--- config.mk ---
export PLATFORM = sky130hd
export DESIGN_NAME = silde_top
export DESIGN_NICKNAME = d
export VERILOG_FILES = /design/src/core/silde_pkg.sv /design/src/core/silde_blink.sv /design/src/core/silde_top.sv
export SDC_FILE = /design/constraint.sdc
export NUM_CORES = 1
export LEC_CHECK = 0
export BUFFER_PORTS_ARGS = -buffer_cell sky130_fd_sc_hd__buf_2
export CORE_ASPECT_RATIO = 0.5
export CORE_MARGIN = 2
export CORE_UTILIZATION = 49
export CTS_CLUSTER_DIAMETER = 150
export DETAILED_ROUTE_END_ITERATION = 12
export PLACE_DENSITY_LB_ADDON = 0.3
export SYNTH_ARGS = -nofsm -noshare
export SYNTH_HDL_FRONTEND = slang
export SYNTH_SLANG_ARGS = --single-unit
--- constraint.sdc ---
create_clock -name pclk -period 3.4 [get_ports pclk]
set_clock_uncertainty 0.15 [all_clocks]
set_input_delay 1.02 -clock pclk [delete_from_list [all_inputs] [get_ports pclk]]
set_output_delay 1.02 -clock pclk [all_outputs]
set_load 0.005 [all_outputs]
--- src/core/silde_pkg.sv ---
package silde_pkg;
  // Clock and blink timing
  localparam int unsigned CLK_HZ          = 100_000_000;
  localparam int unsigned BLINK_HALF_MS   = 250;      // Half period of the common blink
  localparam int unsigned BLINK_HALF_CYC  = CLK_HZ / 1000 * BLINK_HALF_MS;
  localparam int unsigned NUM_CH          = 16;

  // Register offsets (byte addresses)
  localparam logic [11:0] OFS_CTRL    = 12'h000;
  localparam logic [11:0] OFS_MODFLG  = 12'h004;
  localparam logic [11:0] OFS_CHDIAG  = 12'h008;
  localparam logic [11:0] OFS_CHACK   = 12'h00C;
  localparam logic [11:0] OFS_PROC    = 12'h010;
  localparam logic [11:0] OFS_LAMPS   = 12'h014;
  localparam logic [11:0] OFS_IRQST   = 12'h018;
  localparam logic [11:0] OFS_IRQMSK  = 12'h01C;
  localparam logic [11:0] OFS_CHLAMP  = 12'h020;

  // Module flag field positions in the flags register
  localparam int unsigned FLG_BPWR    = 0;  // Backplane supply good
  localparam int unsigned FLG_PARAM   = 1;  // Valid parameters received
  localparam int unsigned FLG_FWUPD   = 2;  // Firmware update running
  localparam int unsigned FLG_HWDEF   = 3;  // Hardware defective
  localparam int unsigned FLG_MODFLT  = 4;  // Module fault
  localparam int unsigned FLG_COMERR  = 5;  // Safety communication error
  localparam int unsigned FLG_MODACK  = 6;  // Module error awaiting acknowledgment
  localparam int unsigned FLG_ADRMIS  = 7;  // Safety address mismatch
  localparam int unsigned FLG_IDENT   = 8;  // Identification for address assignment
  localparam int unsigned FLG_SUPERR  = 9;  // Supply voltage out of range
  localparam int unsigned FLG_LOADPW  = 10; // Load rail voltage present
  localparam int unsigned FLG_W       = 11;

  // Control register fields
  localparam int unsigned CTL_LEGACY  = 0;  // Legacy controller family

  // Interrupt status bits
  localparam int unsigned IRQ_MODE    = 0;  // Module display mode changed
  localparam int unsigned IRQ_CHDIAG  = 1;  // A channel diagnostic rose
  localparam int unsigned IRQ_LOAD    = 2;  // Load rail changed
  localparam int unsigned IRQ_W       = 3;

  localparam logic [31:0] RST_ZERO    = 32'h0000_0000;

  // Module display modes, highest priority first
  typedef enum logic [2:0] {
    SILDE_M_NOPWR = 3'b000,
    SILDE_M_HWDEF = 3'b001,
    SILDE_M_FWUPD = 3'b010,
    SILDE_M_ACK   = 3'b011,
    SILDE_M_DIAG  = 3'b100,
    SILDE_M_START = 3'b101,
    SILDE_M_RUN   = 3'b110
  } silde_mode_e;
endpackage

--- src/core/silde_blink.sv ---
`timescale 1ns/100ps
// Common blink timebase: one phase bit for every flashing lamp
module silde_blink (
  input  wire logic pclk,     // Module clock
  input  wire logic presetn,  // Async reset, active low
  output logic      phase     // Blink phase, toggles each half period
);
  logic [31:0] cnt;
  wire         wrap = (cnt == 32'(silde_pkg::BLINK_HALF_CYC - 1));

  // Free running half-period divider
  always_ff @(posedge pclk or negedge presetn) begin
    if (!presetn) begin
      cnt   <= silde_pkg::RST_ZERO;
      phase <= 1'b0;
    end else begin
      cnt <= wrap ? silde_pkg::RST_ZERO : cnt + 32'h0000_0001;
      if (wrap) begin
        phase <= ~phase;
      end
    end
  end
endmodule // silde_blink

--- src/core/silde_top.sv ---
`timescale 1ns/100ps
// Operation
// - No backplane power: operate, fault lamps dark
// - Startup: operate blinks, fault dark
// - Parameterized, no fault: operate steady
// - Firmware update: operate dark, fault blinks
// - Diagnostic event: operate on (dark for address mismatch or identification without parameters), fault blinks
// - Acknowledgment pending: lamps flash alternately
// - Supply lamp follows load rail
// - Healthy channel: status follows signal
// - Diagnosed channel: signal zero, diagnostics on
// - Channel awaiting acknowledgment: lamps alternate
// - Legacy: healthy channel may await acknowledgment
// - Address mismatch: status dark, diagnostics on
// - Identification: status blinks, diagnostics dark
// - Supply error: diagnostics on, fault blinks
module silde_top (
  input  wire logic        pclk,         // Module clock, 100 MHz
  input  wire logic        presetn,      // Async reset, active low
  input  wire logic [31:0] paddr,        // APB address
  input  wire logic        psel,         // APB select
  input  wire logic        penable,      // APB enable
  input  wire logic        pwrite,       // APB direction
  input  wire logic [31:0] pwdata,       // APB write data
  output logic      [31:0] prdata,       // APB read data
  output logic             pready,       // APB ready
  output logic             pslverr,      // APB error
  output logic             run_lamp,     // Operate lamp
  output logic             err_lamp,     // Fault lamp
  output logic             supply_lamp,  // Load rail lamp
  output logic      [15:0] chan_status,  // Per channel status lamps
  output logic      [15:0] chan_diag,    // Per channel diagnostics lamps
  output logic      [15:0] proc_signal,  // Reported process signals
  output logic             irq           // Level interrupt
);
  localparam int unsigned N = silde_pkg::NUM_CH;

  // Software-written state
  logic [31:0]                  ctrl;
  logic [silde_pkg::FLG_W-1:0]  flags;
  logic [N-1:0]                 ch_diag_in;
  logic [N-1:0]                 ch_ack_in;
  logic [N-1:0]                 proc_in;
  logic [silde_pkg::IRQ_W-1:0]  irq_st;
  logic [silde_pkg::IRQ_W-1:0]  irq_msk;

  // Blink phase from the common divider
  logic phase;

  silde_blink u_blink (
    .pclk    (pclk),
    .presetn (presetn),
    .phase   (phase)
  );

  // APB decode; zero wait states so pready is tied high
  wire wr_en  = psel & penable & pwrite;
  wire [11:0] ofs = paddr[11:0];
  wire hit_ctrl  = (ofs == silde_pkg::OFS_CTRL);
  wire hit_flg   = (ofs == silde_pkg::OFS_MODFLG);
  wire hit_cdg   = (ofs == silde_pkg::OFS_CHDIAG);
  wire hit_cak   = (ofs == silde_pkg::OFS_CHACK);
  wire hit_proc  = (ofs == silde_pkg::OFS_PROC);
  wire hit_lamps = (ofs == silde_pkg::OFS_LAMPS);
  wire hit_ist   = (ofs == silde_pkg::OFS_IRQST);
  wire hit_imsk  = (ofs == silde_pkg::OFS_IRQMSK);
  wire hit_chl   = (ofs == silde_pkg::OFS_CHLAMP);
  wire hit_any   = hit_ctrl | hit_flg | hit_cdg | hit_cak | hit_proc | hit_lamps | hit_ist | hit_imsk | hit_chl;
  wire bad_addr  = (paddr[31:12] != 20'h00000) | (paddr[1:0] != 2'h0) | ~hit_any;

  // Module conditions
  wire legacy    = ctrl[silde_pkg::CTL_LEGACY];
  wire bpwr      = flags[silde_pkg::FLG_BPWR];
  wire any_diag  = |ch_diag_in;
  wire any_ack   = |ch_ack_in;
  wire adr_mis   = flags[silde_pkg::FLG_ADRMIS];
  wire ident     = flags[silde_pkg::FLG_IDENT];
  wire sup_err   = flags[silde_pkg::FLG_SUPERR];
  // Acknowledgment pending: module error in newer family, any channel in legacy
  wire ack_pend  = legacy ? any_ack : flags[silde_pkg::FLG_MODACK];
  // Newer family counts waiting channels as diagnostic events
  wire diag_evt  = flags[silde_pkg::FLG_MODFLT] | flags[silde_pkg::FLG_COMERR] | any_diag | sup_err
                   | adr_mis | ident | (~legacy & any_ack);

  // Priority encode of the module display mode
  silde_pkg::silde_mode_e mode;
  always_comb begin
    if (!bpwr) begin
      mode = silde_pkg::SILDE_M_NOPWR;
    end else if (flags[silde_pkg::FLG_HWDEF]) begin
      mode = silde_pkg::SILDE_M_HWDEF;
    end else if (flags[silde_pkg::FLG_FWUPD]) begin
      mode = silde_pkg::SILDE_M_FWUPD;
    end else if (ack_pend) begin
      mode = silde_pkg::SILDE_M_ACK;
    end else if (diag_evt) begin
      mode = silde_pkg::SILDE_M_DIAG;
    end else if (!flags[silde_pkg::FLG_PARAM]) begin
      mode = silde_pkg::SILDE_M_START;
    end else begin
      mode = silde_pkg::SILDE_M_RUN;
    end
  end

  // Lamp pattern per mode, all blinking from the one phase
  logic next_run;
  logic next_err;
  always_comb begin
    next_run = 1'b0;
    next_err = 1'b0;
    unique case (mode)
      silde_pkg::SILDE_M_NOPWR: begin
        next_run = 1'b0;
        next_err = 1'b0;
      end
      silde_pkg::SILDE_M_HWDEF: begin
        next_run = phase;
        next_err = phase;
      end
      silde_pkg::SILDE_M_FWUPD: begin
        next_run = 1'b0;
        next_err = phase;
      end
      silde_pkg::SILDE_M_ACK: begin
        next_run = phase;
        next_err = ~phase;
      end
      silde_pkg::SILDE_M_DIAG: begin
        next_run = ~(adr_mis | ident) | flags[silde_pkg::FLG_PARAM];
        next_err = phase;
      end
      silde_pkg::SILDE_M_START: begin
        next_run = phase;
        next_err = 1'b0;
      end
      silde_pkg::SILDE_M_RUN: begin
        next_run = 1'b1;
        next_err = 1'b0;
      end
      default: begin
        next_run = 1'b0;
        next_err = 1'b0;
      end
    endcase
  end

  // Per channel lamp selection
  logic [N-1:0] next_stat;
  logic [N-1:0] next_diag;
  logic [N-1:0] next_proc;
  always_comb begin
    for (int i = 0; i < N; i++) begin
      if (adr_mis) begin
        next_stat[i] = 1'b0;
        next_diag[i] = 1'b1;
        next_proc[i] = 1'b0;
      end else if (ident) begin
        next_stat[i] = phase;
        next_diag[i] = 1'b0;
        next_proc[i] = 1'b0;
      end else if (sup_err) begin
        next_stat[i] = 1'b0;
        next_diag[i] = 1'b1;
        next_proc[i] = 1'b0;
      end else if (ch_ack_in[i]) begin
        next_stat[i] = phase;
        next_diag[i] = ~phase;
        next_proc[i] = 1'b0;
      end else if (ch_diag_in[i]) begin
        next_stat[i] = 1'b0;
        next_diag[i] = 1'b1;
        next_proc[i] = 1'b0;
      end else begin
        next_stat[i] = proc_in[i];
        next_diag[i] = 1'b0;
        next_proc[i] = proc_in[i];
      end
    end
  end

  // Events for the interrupt status
  logic [2:0]   mode_q;
  logic [N-1:0] diag_q;
  logic         load_q;
  wire  load_pw = flags[silde_pkg::FLG_LOADPW];
  wire [silde_pkg::IRQ_W-1:0] evt = {load_pw ^ load_q, |(ch_diag_in & ~diag_q), mode != mode_q};

  // Registered lamp outputs, one cycle behind the inputs
  always_ff @(posedge pclk or negedge presetn) begin
    if (!presetn) begin
      run_lamp    <= 1'b0;
      err_lamp    <= 1'b0;
      supply_lamp <= 1'b0;
      chan_status <= 16'h0000;
      chan_diag   <= 16'h0000;
      proc_signal <= 16'h0000;
      mode_q      <= 3'h0;
      diag_q      <= 16'h0000;
      load_q      <= 1'b0;
    end else begin
      run_lamp    <= next_run;
      err_lamp    <= next_err;
      supply_lamp <= load_pw;
      chan_status <= next_stat;
      chan_diag   <= next_diag;
      proc_signal <= next_proc;
      mode_q      <= mode;
      diag_q      <= ch_diag_in;
      load_q      <= load_pw;
    end
  end

  // Register writes; a new event wins over a write-one clear
  always_ff @(posedge pclk or negedge presetn) begin
    if (!presetn) begin
      ctrl       <= silde_pkg::RST_ZERO;
      flags      <= '0;
      ch_diag_in <= 16'h0000;
      ch_ack_in  <= 16'h0000;
      proc_in    <= 16'h0000;
      irq_st     <= '0;
      irq_msk    <= '0;
    end else begin
      if (wr_en && hit_ctrl) ctrl <= pwdata;
      if (wr_en && hit_flg) flags <= pwdata[silde_pkg::FLG_W-1:0];
      if (wr_en && hit_cdg) ch_diag_in <= pwdata[N-1:0];
      if (wr_en && hit_cak) ch_ack_in <= pwdata[N-1:0];
      if (wr_en && hit_proc) proc_in <= pwdata[N-1:0];
      if (wr_en && hit_imsk) irq_msk <= pwdata[silde_pkg::IRQ_W-1:0];
      irq_st <= (irq_st & ~((wr_en && hit_ist) ? pwdata[silde_pkg::IRQ_W-1:0] : '0)) | evt;
    end
  end

  assign irq = |(irq_st & irq_msk);

  // Read mux; lamp register shows the block's own state
  logic [31:0] rd_mux;
  always_comb begin
    rd_mux = silde_pkg::RST_ZERO;
    if (hit_ctrl)  rd_mux = ctrl;
    if (hit_flg)   rd_mux = 32'(flags);
    if (hit_cdg)   rd_mux = 32'(ch_diag_in);
    if (hit_cak)   rd_mux = 32'(ch_ack_in);
    if (hit_proc)  rd_mux = 32'(proc_in);
    if (hit_lamps) rd_mux = {24'h000000, 2'h0, mode_q, supply_lamp, err_lamp, run_lamp};
    if (hit_ist)   rd_mux = 32'(irq_st);
    if (hit_imsk)  rd_mux = 32'(irq_msk);
    if (hit_chl)   rd_mux = {chan_diag, chan_status};
  end

  // Read data is captured in the setup cycle, so it is valid in the access phase
  always_ff @(posedge pclk or negedge presetn) begin
    if (!presetn) begin
      prdata <= silde_pkg::RST_ZERO;
    end else if (psel && !penable && !pwrite) begin
      prdata <= bad_addr ? silde_pkg::RST_ZERO : rd_mux;
    end
  end

  assign pready  = 1'b1;
  assign pslverr = psel & penable & bad_addr;

  // Assertions
  property p_nopwr;
    @(posedge pclk) disable iff (!presetn)
      !bpwr |=> (!run_lamp && !err_lamp);
  endproperty
  a_nopwr: assert property (p_nopwr) else $error("Lamps lit without backplane power");

  property p_run;
    @(posedge pclk) disable iff (!presetn)
      (mode == silde_pkg::SILDE_M_RUN) |=> (run_lamp && !err_lamp);
  endproperty
  a_run: assert property (p_run) else $error("Running pattern wrong");

  property p_fw;
    @(posedge pclk) disable iff (!presetn)
      (mode == silde_pkg::SILDE_M_FWUPD) |=> (!run_lamp && err_lamp == $past(phase));
  endproperty
  a_fw: assert property (p_fw) else $error("Firmware update pattern wrong");

  property p_ack;
    @(posedge pclk) disable iff (!presetn)
      (mode == silde_pkg::SILDE_M_ACK) |=> (run_lamp != err_lamp);
  endproperty
  a_ack: assert property (p_ack) else $error("Acknowledge lamps not alternating");

  property p_hw;
    @(posedge pclk) disable iff (!presetn)
      (bpwr && flags[silde_pkg::FLG_HWDEF]) |=> (run_lamp == err_lamp);
  endproperty
  a_hw: assert property (p_hw) else $error("Defect lamps not in phase");

  property p_supply;
    @(posedge pclk) disable iff (!presetn)
      $changed(load_pw) |=> (supply_lamp == $past(load_pw));
  endproperty
  a_supply: assert property (p_supply) else $error("Supply lamp not following rail");

  property p_chdiag;
    @(posedge pclk) disable iff (!presetn)
      (ch_diag_in[0] && !ch_ack_in[0] && !ident) |=> (!chan_status[0] && chan_diag[0] && !proc_signal[0]);
  endproperty
  a_chdiag: assert property (p_chdiag) else $error("Diagnosed channel display wrong");

  property p_mis;
    @(posedge pclk) disable iff (!presetn)
      adr_mis |=> (chan_status == 16'h0000 && chan_diag == 16'hFFFF);
  endproperty
  a_mis: assert property (p_mis) else $error("Address mismatch display wrong");

  property p_chack;
    @(posedge pclk) disable iff (!presetn)
      (ch_ack_in[0] && !adr_mis && !ident && !sup_err) |=> (chan_status[0] != chan_diag[0]);
  endproperty
  a_chack: assert property (p_chack) else $error("Channel acknowledge not alternating");

  property p_start;
    @(posedge pclk) disable iff (!presetn)
      (mode == silde_pkg::SILDE_M_START) |=> !err_lamp;
  endproperty
  a_start: assert property (p_start) else $error("Fault lamp lit during startup");

  property p_alt;
    @(posedge pclk) disable iff (!presetn)
      (mode == silde_pkg::SILDE_M_ACK) |=> (run_lamp == $past(phase) && err_lamp == !$past(phase));
  endproperty
  a_alt: assert property (p_alt) else $error("Alternating lamps not tied to blink phase");

  property p_diag;
    @(posedge pclk) disable iff (!presetn)
      (mode == silde_pkg::SILDE_M_DIAG && flags[silde_pkg::FLG_PARAM]) |=> (run_lamp && err_lamp == $past(phase));
  endproperty
  a_diag: assert property (p_diag) else $error("Diagnostic event pattern wrong");

  property p_chnorm;
    @(posedge pclk) disable iff (!presetn)
      (!ch_diag_in[0] && !ch_ack_in[0] && !adr_mis && !ident && !sup_err) |=>
        (chan_status[0] == $past(proc_in[0]) && !chan_diag[0] && proc_signal[0] == $past(proc_in[0]));
  endproperty
  a_chnorm: assert property (p_chnorm) else $error("Healthy channel display wrong");

  property p_ident;
    @(posedge pclk) disable iff (!presetn)
      (ident && !adr_mis) |=> (chan_diag == 16'h0000 && chan_status == {16{$past(phase)}});
  endproperty
  a_ident: assert property (p_ident) else $error("Identification display wrong");
endmodule // silde_top

==> flow_summary.toml, run 1 <==
[clock_network]
cts_tree = "yes"
cts_root_buf = "clkbuf_16"
numCtsBuffers = 21
hold_buffers = 0
insertion_delay_ns = 0.50
cts_sinks = 232
path_clk_slew_ns = 0.06
clockBufferDepth = 3
cts_resized = 0
htree_levels = 1

[sta]
layout_min_cycle_time_ns = 3.28
setup_violations = 0
finalCritPeriodShare_pct = 96.3
rsz0062_at_grt = "false"
max_freq_mhz = 305
worstMarginPinSlew_ns = 0.761
final_hold_viol_count = 0
setup-tns-final_ns = 0
slew_violations = 0
relSlewSlack_pct = 48.8
fin_ws_ns = 0.125
hold_ws_ns = 0.316

[critical_path]
worstSetupStartpoint = "paddr[10]"
worst-setup-path-type = "in2out"
reg2reg_from = "ch_ack_in[11]"
required_ns = 2.23
cp.arrival_ns = 2.11
start_kind = "input pin"
r2r_slack_ns = 0.80
crit_path_max_fanout = 2
end_kind = "output pin"

[global_route]
grt_pass1_vias = 8082
grt_max_degree = 86
grt_pass1_wl_um = 46200
antenna_found_initial = 1
gr-total-overflow = 0
grt_util_all_layers_pct = 26.5

[yosys]
synth_fp_nets = 1002
synthCells = 932
synth_flop_cell = "dfrtp_1"
syn_area_um2 = 10500
yosysWarnings = 0
synth_common_cells = "dfrtp_1, nand2_1, nor2_1"
synth_top_area_cell = "dfrtp_1"
synthTopCellsByArea = "dfrtp_1, mux2_2, mux2_4, nand2_1, o21ai_0"
ys_ff_latch = 232
synth.most_common_cell = "dfrtp_1"
syn_avg_cell_area_um2 = 11.3
yosysSeqAreaShare_pct = 55.2
synthDistinctLibCells = 54
synth_edf_count = 0
async_reset_ff_share_pct = 100
synth.top_cell.area_share_pct = 55.2

[power]
switchingPower_w = 0.00117
switching_share_pct = 21.4
comb_power_share_pct = 4.1
finalPower_w = 0.00546
clkPwrFrac_pct = 45.1
peakVddDrop_mv = 0.314
cellPowerDensity_nw_per_um2 = 438
p_int_w = 0.00429
power.share.sequential_pct = 50.8
power_leakage_nw = 6.13

[routing]
wl_um = 29800
via_per_inst = 5.93
vias = 8190
wl_per_cell_um = 21.5
drtAntennaViolNets = 0
drc = 0
dr.pass1.iters = 8
drt_iter0_markers = 1066

[floorplanning]
num_rows = 37
num_io_pins = 155
die_w_um = 211
initial_core_util_pct = 50.6
die-height_um = 108
die-area_um2 = 22700
core_area_um2 = 20800

[run_status]
outcome = "finished, final reports clean"

[placement]
portBuffers = 153
hpwlAfterDp_um = 21400
post-place-ws_ns = 0.0718
gp_routability_congestion = 0.934

[final_layout]
multi_input_area_um2 = 4380
finish.utilization_pct = 59.9
finalNetCount = 1165
fillerInstances = 1662
drive_gt1_share_pct = 30.5
seqCellArea_um2 = 5810
synthToLayoutAreaGrowth_pct = 18.5

[worst_hold_path]
min_from = "ch_diag_in[12]"
hp-class = "reg2reg"

[run]
max_cap_violations = 0
## stage by stage
step	std cells	area (um^2)
2_1_floorplan	932	10500
3_3_place_gp	1344	11700
3_5_place_dp	1344	11700
4_1_cts	1380	12400
5_1_grt	1381	12500
6_report	1382	12500
## power by group through the flow
stage / Sequential [W] / Combinational (W) / Clock (W)
final: 0.00277 / 0.000224 / 0.00246
after global placement: 0.00283 / 0.000219 / 0
after detailed placement: 0.00283 / 0.000224 / 0
after global routing: 0.00277 / 0.000245 / 0.00261
after CTS: 0.00277 / 0.000225 / 0.00250
after floorplan: 0.00283 / 0.0000659 / 0
## cells in the final DEF, fill, tap and decap left out, drive strengths merged, types with 2 or more instances in the layout
cell / synthesis / final
dfrtp: 232 / 232
buf: 17 / 192
nand2: 95 / 95
mux2: 89 / 89
nor2: 82 / 82
o21ai: 63 / 63
a21oi: 45 / 45
clkbuf: 35 / 28
nor4: 24 / 24
inv: 23 / 23
nand3: 21 / 21
xor2: 20 / 20
nand2b: 20 / 20
a22oi: 18 / 18
nor3: 17 / 17
o21bai: 16 / 16
xnor2: 12 / 12
mux4: 11 / 11
a222oi: 10 / 10
nand4: 9 / 9
a22o: 8 / 8
and3: 7 / 7
nor2b: 6 / 6
a221oi: 5 / 5
clkinv: 0 / 5
and4: 4 / 4
or3: 4 / 4
a21o: 4 / 4
o22ai: 4 / 4
a221o: 4 / 4
and2: 3 / 3
nor3b: 3 / 3
o41ai: 3 / 3
bufinv: 0 / 3
nor4b: 3 / 3
o31ai: 2 / 2
or3b: 2 / 2
o311a: 2 / 2
## worst paths after layout
kind | end | cells past startpoint
max reg2reg | irq_st[0] | 6
max | pslverr | 7
min in group asynchronous | irq_msk[0] | 1
min | diag_q[12] | 0
min reg2reg | diag_q[12] | 0
max in group asynchronous | prdata[29] | 2
## area by class of cell
class	instances	share of cell area, %
antenna	1	0.0201
clock buffer	28	4.75
clock inverter	8	0.924
inverter	23	0.693
multi-input combinational	625	35.2
sequential	232	46.6
tap	273	2.74
timing repair buffer	192	9.08
## kinds of logic (layout without fill, tap and decap cells)
logic type	count (synthesis)	in the layout	synth area share (%)
AND/OR/NAND/NOR	302	302	14.3
flip-flops	232	232	55.2
AO/OA/AOI/OAI	189	189	11.5
multiplexers	100	100	13.0
buffers and inverters	75	251	3.19
XOR/XNOR	32	32	2.67
adder cells (fa/ha/maj)	1	1	0.119
other	1	2	0.0357
## flip-flops by register name, summed over array words and instances, names as in the netlist
name,count
ctrl,32
chan_diag,16
mode_q,3
u_blink.cnt,32
ch_diag_in,16
irq_msk,3
run_lamp,1
chan_status,16
ch_ack_in,16
proc_in,16
flags,11
diag_q,16
proc_signal,16
load_q,1
err_lamp,1
irq_st,3
u_blink.phase,1
prdata,32
## repair_timing
item | 4_1_cts | 5_1_grt
endpoints found under the hold margin | 0 | 0
setup buffers | 0 | 1
setup endpoints to repair | 0 | 1
## metal layers
metal,vias up,share of wire [%],GRT usage [%],routed length (um)
li1,3639,-,-,-
met1,4168,45,38.6,13500
met2,342,44,40.1,13100
met3,41,8.9,7.06,2660
met4,0,1.8,5.58,525
met5,-,0,0,0
## critical path, stage by stage
cell and delay [ns]:
buf_2 0.11, nor4_4 0.29, nand3_2 0.14, nor2_1 0.12, nand4_1 0.13, and3_1 0.18, buf_2 0.12
No activity file was read; power rests on OpenSTA's default activity.
==> run 2: changes to the inputs <==
BUFFER_PORTS_ARGS = -buffer_cell sky130_fd_sc_hd__clkbuf_2   (was -buffer_cell sky130_fd_sc_hd__buf_2)
==> run 2 against run 1 <==
  * Register-to-register slack better by 0.12 ns
  * Non-clock buffer count down 3
  * Flip-flop and latch count unchanged
  * Critical path depth unchanged
  * Highest routed layer unchanged
==> flow_summary.toml, run 2 (synthesized netlist as in run 1, its figures left out) <==
[run_status]
outcome = "finished, final reports clean"

[routing]
drtAntennaViolNets = 0
drc = 0
wl_per_cell_um = 21.5
wl_um = 29700
drt_iter0_markers = 1039
vias = 8223
dr.pass1.iters = 8
via_per_inst = 5.96

[critical_path]
required_ns = 2.23
end_kind = "output pin"
reg2regPathDepth = 6
r2r_slack_ns = 0.92
start_kind = "input pin"
rr_endpoint = "irq_st[0]"
cp.arrival_ns = 2.17
crit_path_max_fanout = 2
worst-setup-path-type = "in2out"
reg2reg_from = "ch_ack_in[11]"

[final_layout]
reg.largest.list = "ctrl: 32 flops, prdata: 32 flops, u_blink.cnt: 32 flops"
finish.utilization_pct = 60.2
fillerInstances = 1623
mostFrequentLayoutCells = "dfrtp_1, clkbuf_2, nand2_1"
drive_gt1_share_pct = 30.5
layout_commonest_cell = "dfrtp_1"
synthToLayoutAreaGrowth_pct = 19.0
finalNetCount = 1163
seqCellArea_um2 = 5810
multi_input_area_um2 = 4380
fin_area_um2 = 12500
antennaDiodeCount = 0

[clock_network]
numCtsBuffers = 22
path_clk_slew_ns = 0.06
cts_resized = 0
hold_buffers = 0
insertion_delay_ns = 0.51
cts_sinks = 232
clockBufferDepth = 3
cts_tree = "yes"
postCtsSetupBuffers = 0
htree_levels = 1
cts_root_buf = "clkbuf_16"

[power]
finalPower_w = 0.00567
cellPowerDensity_nw_per_um2 = 453
peakVddDrop_mv = 0.343
power_leakage_nw = 6.11

[floorplanning]
num_io_pins = 155
die-area_um2 = 22700
num_rows = 37
die-height_um = 108
core_area_um2 = 20800
initial_core_util_pct = 50.6
die_w_um = 211

[worst_hold_path]
hp-class = "in2async"

[placement]
portBuffers = 153
placed_area_um2 = 11700
hpwlAfterDp_um = 21100
gp_routability_congestion = 0.908

[global_route]
antenna_found_initial = 0
gr-total-overflow = 0
grt_max_degree = 68
grt_util_all_layers_pct = 26.6
grt_pass1_wl_um = 46200
grt_pass1_vias = 7863

[sta]
final_hold_viol_count = 0
relSlewSlack_pct = 56.1
setup_violations = 0
max_freq_mhz = 299
worstMarginPinSlew_ns = 0.652
layout_min_cycle_time_ns = 3.34
slew_violations = 0
finalCritPeriodShare_pct = 98.2

[run]
max_cap_violations = 0
-- run 2: through the flow --
step                      cells  TNS (ns)  setup slack, ns  hold WS [ns]
after floorplan             932         0            0.218         0.245
after global placement     1341         0            0.109         0.309
after detailed placement   1341         0           0.0860         0.319
after CTS                  1379         0           0.0816         0.325
after global routing       1380   -0.0327          -0.0327         0.342
final                      1380         0           0.0601         0.293
-- run 2: worst max-delay path by stage --
stage | startpoint | slack, ns | endpoint | cells after the start
2_1_floorplan | paddr[9] | 0.22 | pslverr | 5
3_3_place_gp | paddr[9] | 0.11 | pslverr | 7
3_5_place_dp | paddr[9] | 0.09 | pslverr | 7
4_1_cts | paddr[9] | 0.08 | pslverr | 7
5_1_grt | paddr[10] | -0.03 | pslverr | 7
6_report | paddr[10] | 0.06 | pslverr | 7
-- run 2: final cells by class --
type / count / share of cell area (%)
Inverter: 23 / 0.690
Multi-Input combinational cell: 625 / 35.0
Tap cell: 273 / 2.73
Clock buffer: 28 / 4.99
Timing Repair Buffer: 189 / 8.86
Sequential cell: 232 / 46.4
Clock inverter: 10 / 1.28
-- run 2: metal layers --
layer / track usage [%] / vias to the layer above / part of all wire (%)
met5: 0 / - / 0
met4: 5.94 / 0 / 1.8
met3: 5.81 / 49 / 8.4
li1: - / 3653 / -
met1: 40.6 / 4153 / 46
met2: 39.0 / 368 / 44
-- run 2: where the power goes --
group / switching (W) / internal, W
clock: 0.00107 / 0.00161
sequential: 0.00000635 / 0.00277
combinational: 0.000144 / 0.0000768
-- run 2: critical path, cell delays in order --
cell and delay [ns]:
clkbuf_2 0.10, nor4_4 0.33, nand3_2 0.15, nor2_1 0.12
nand4_1 0.13, and3_1 0.22, clkbuf_2 0.10
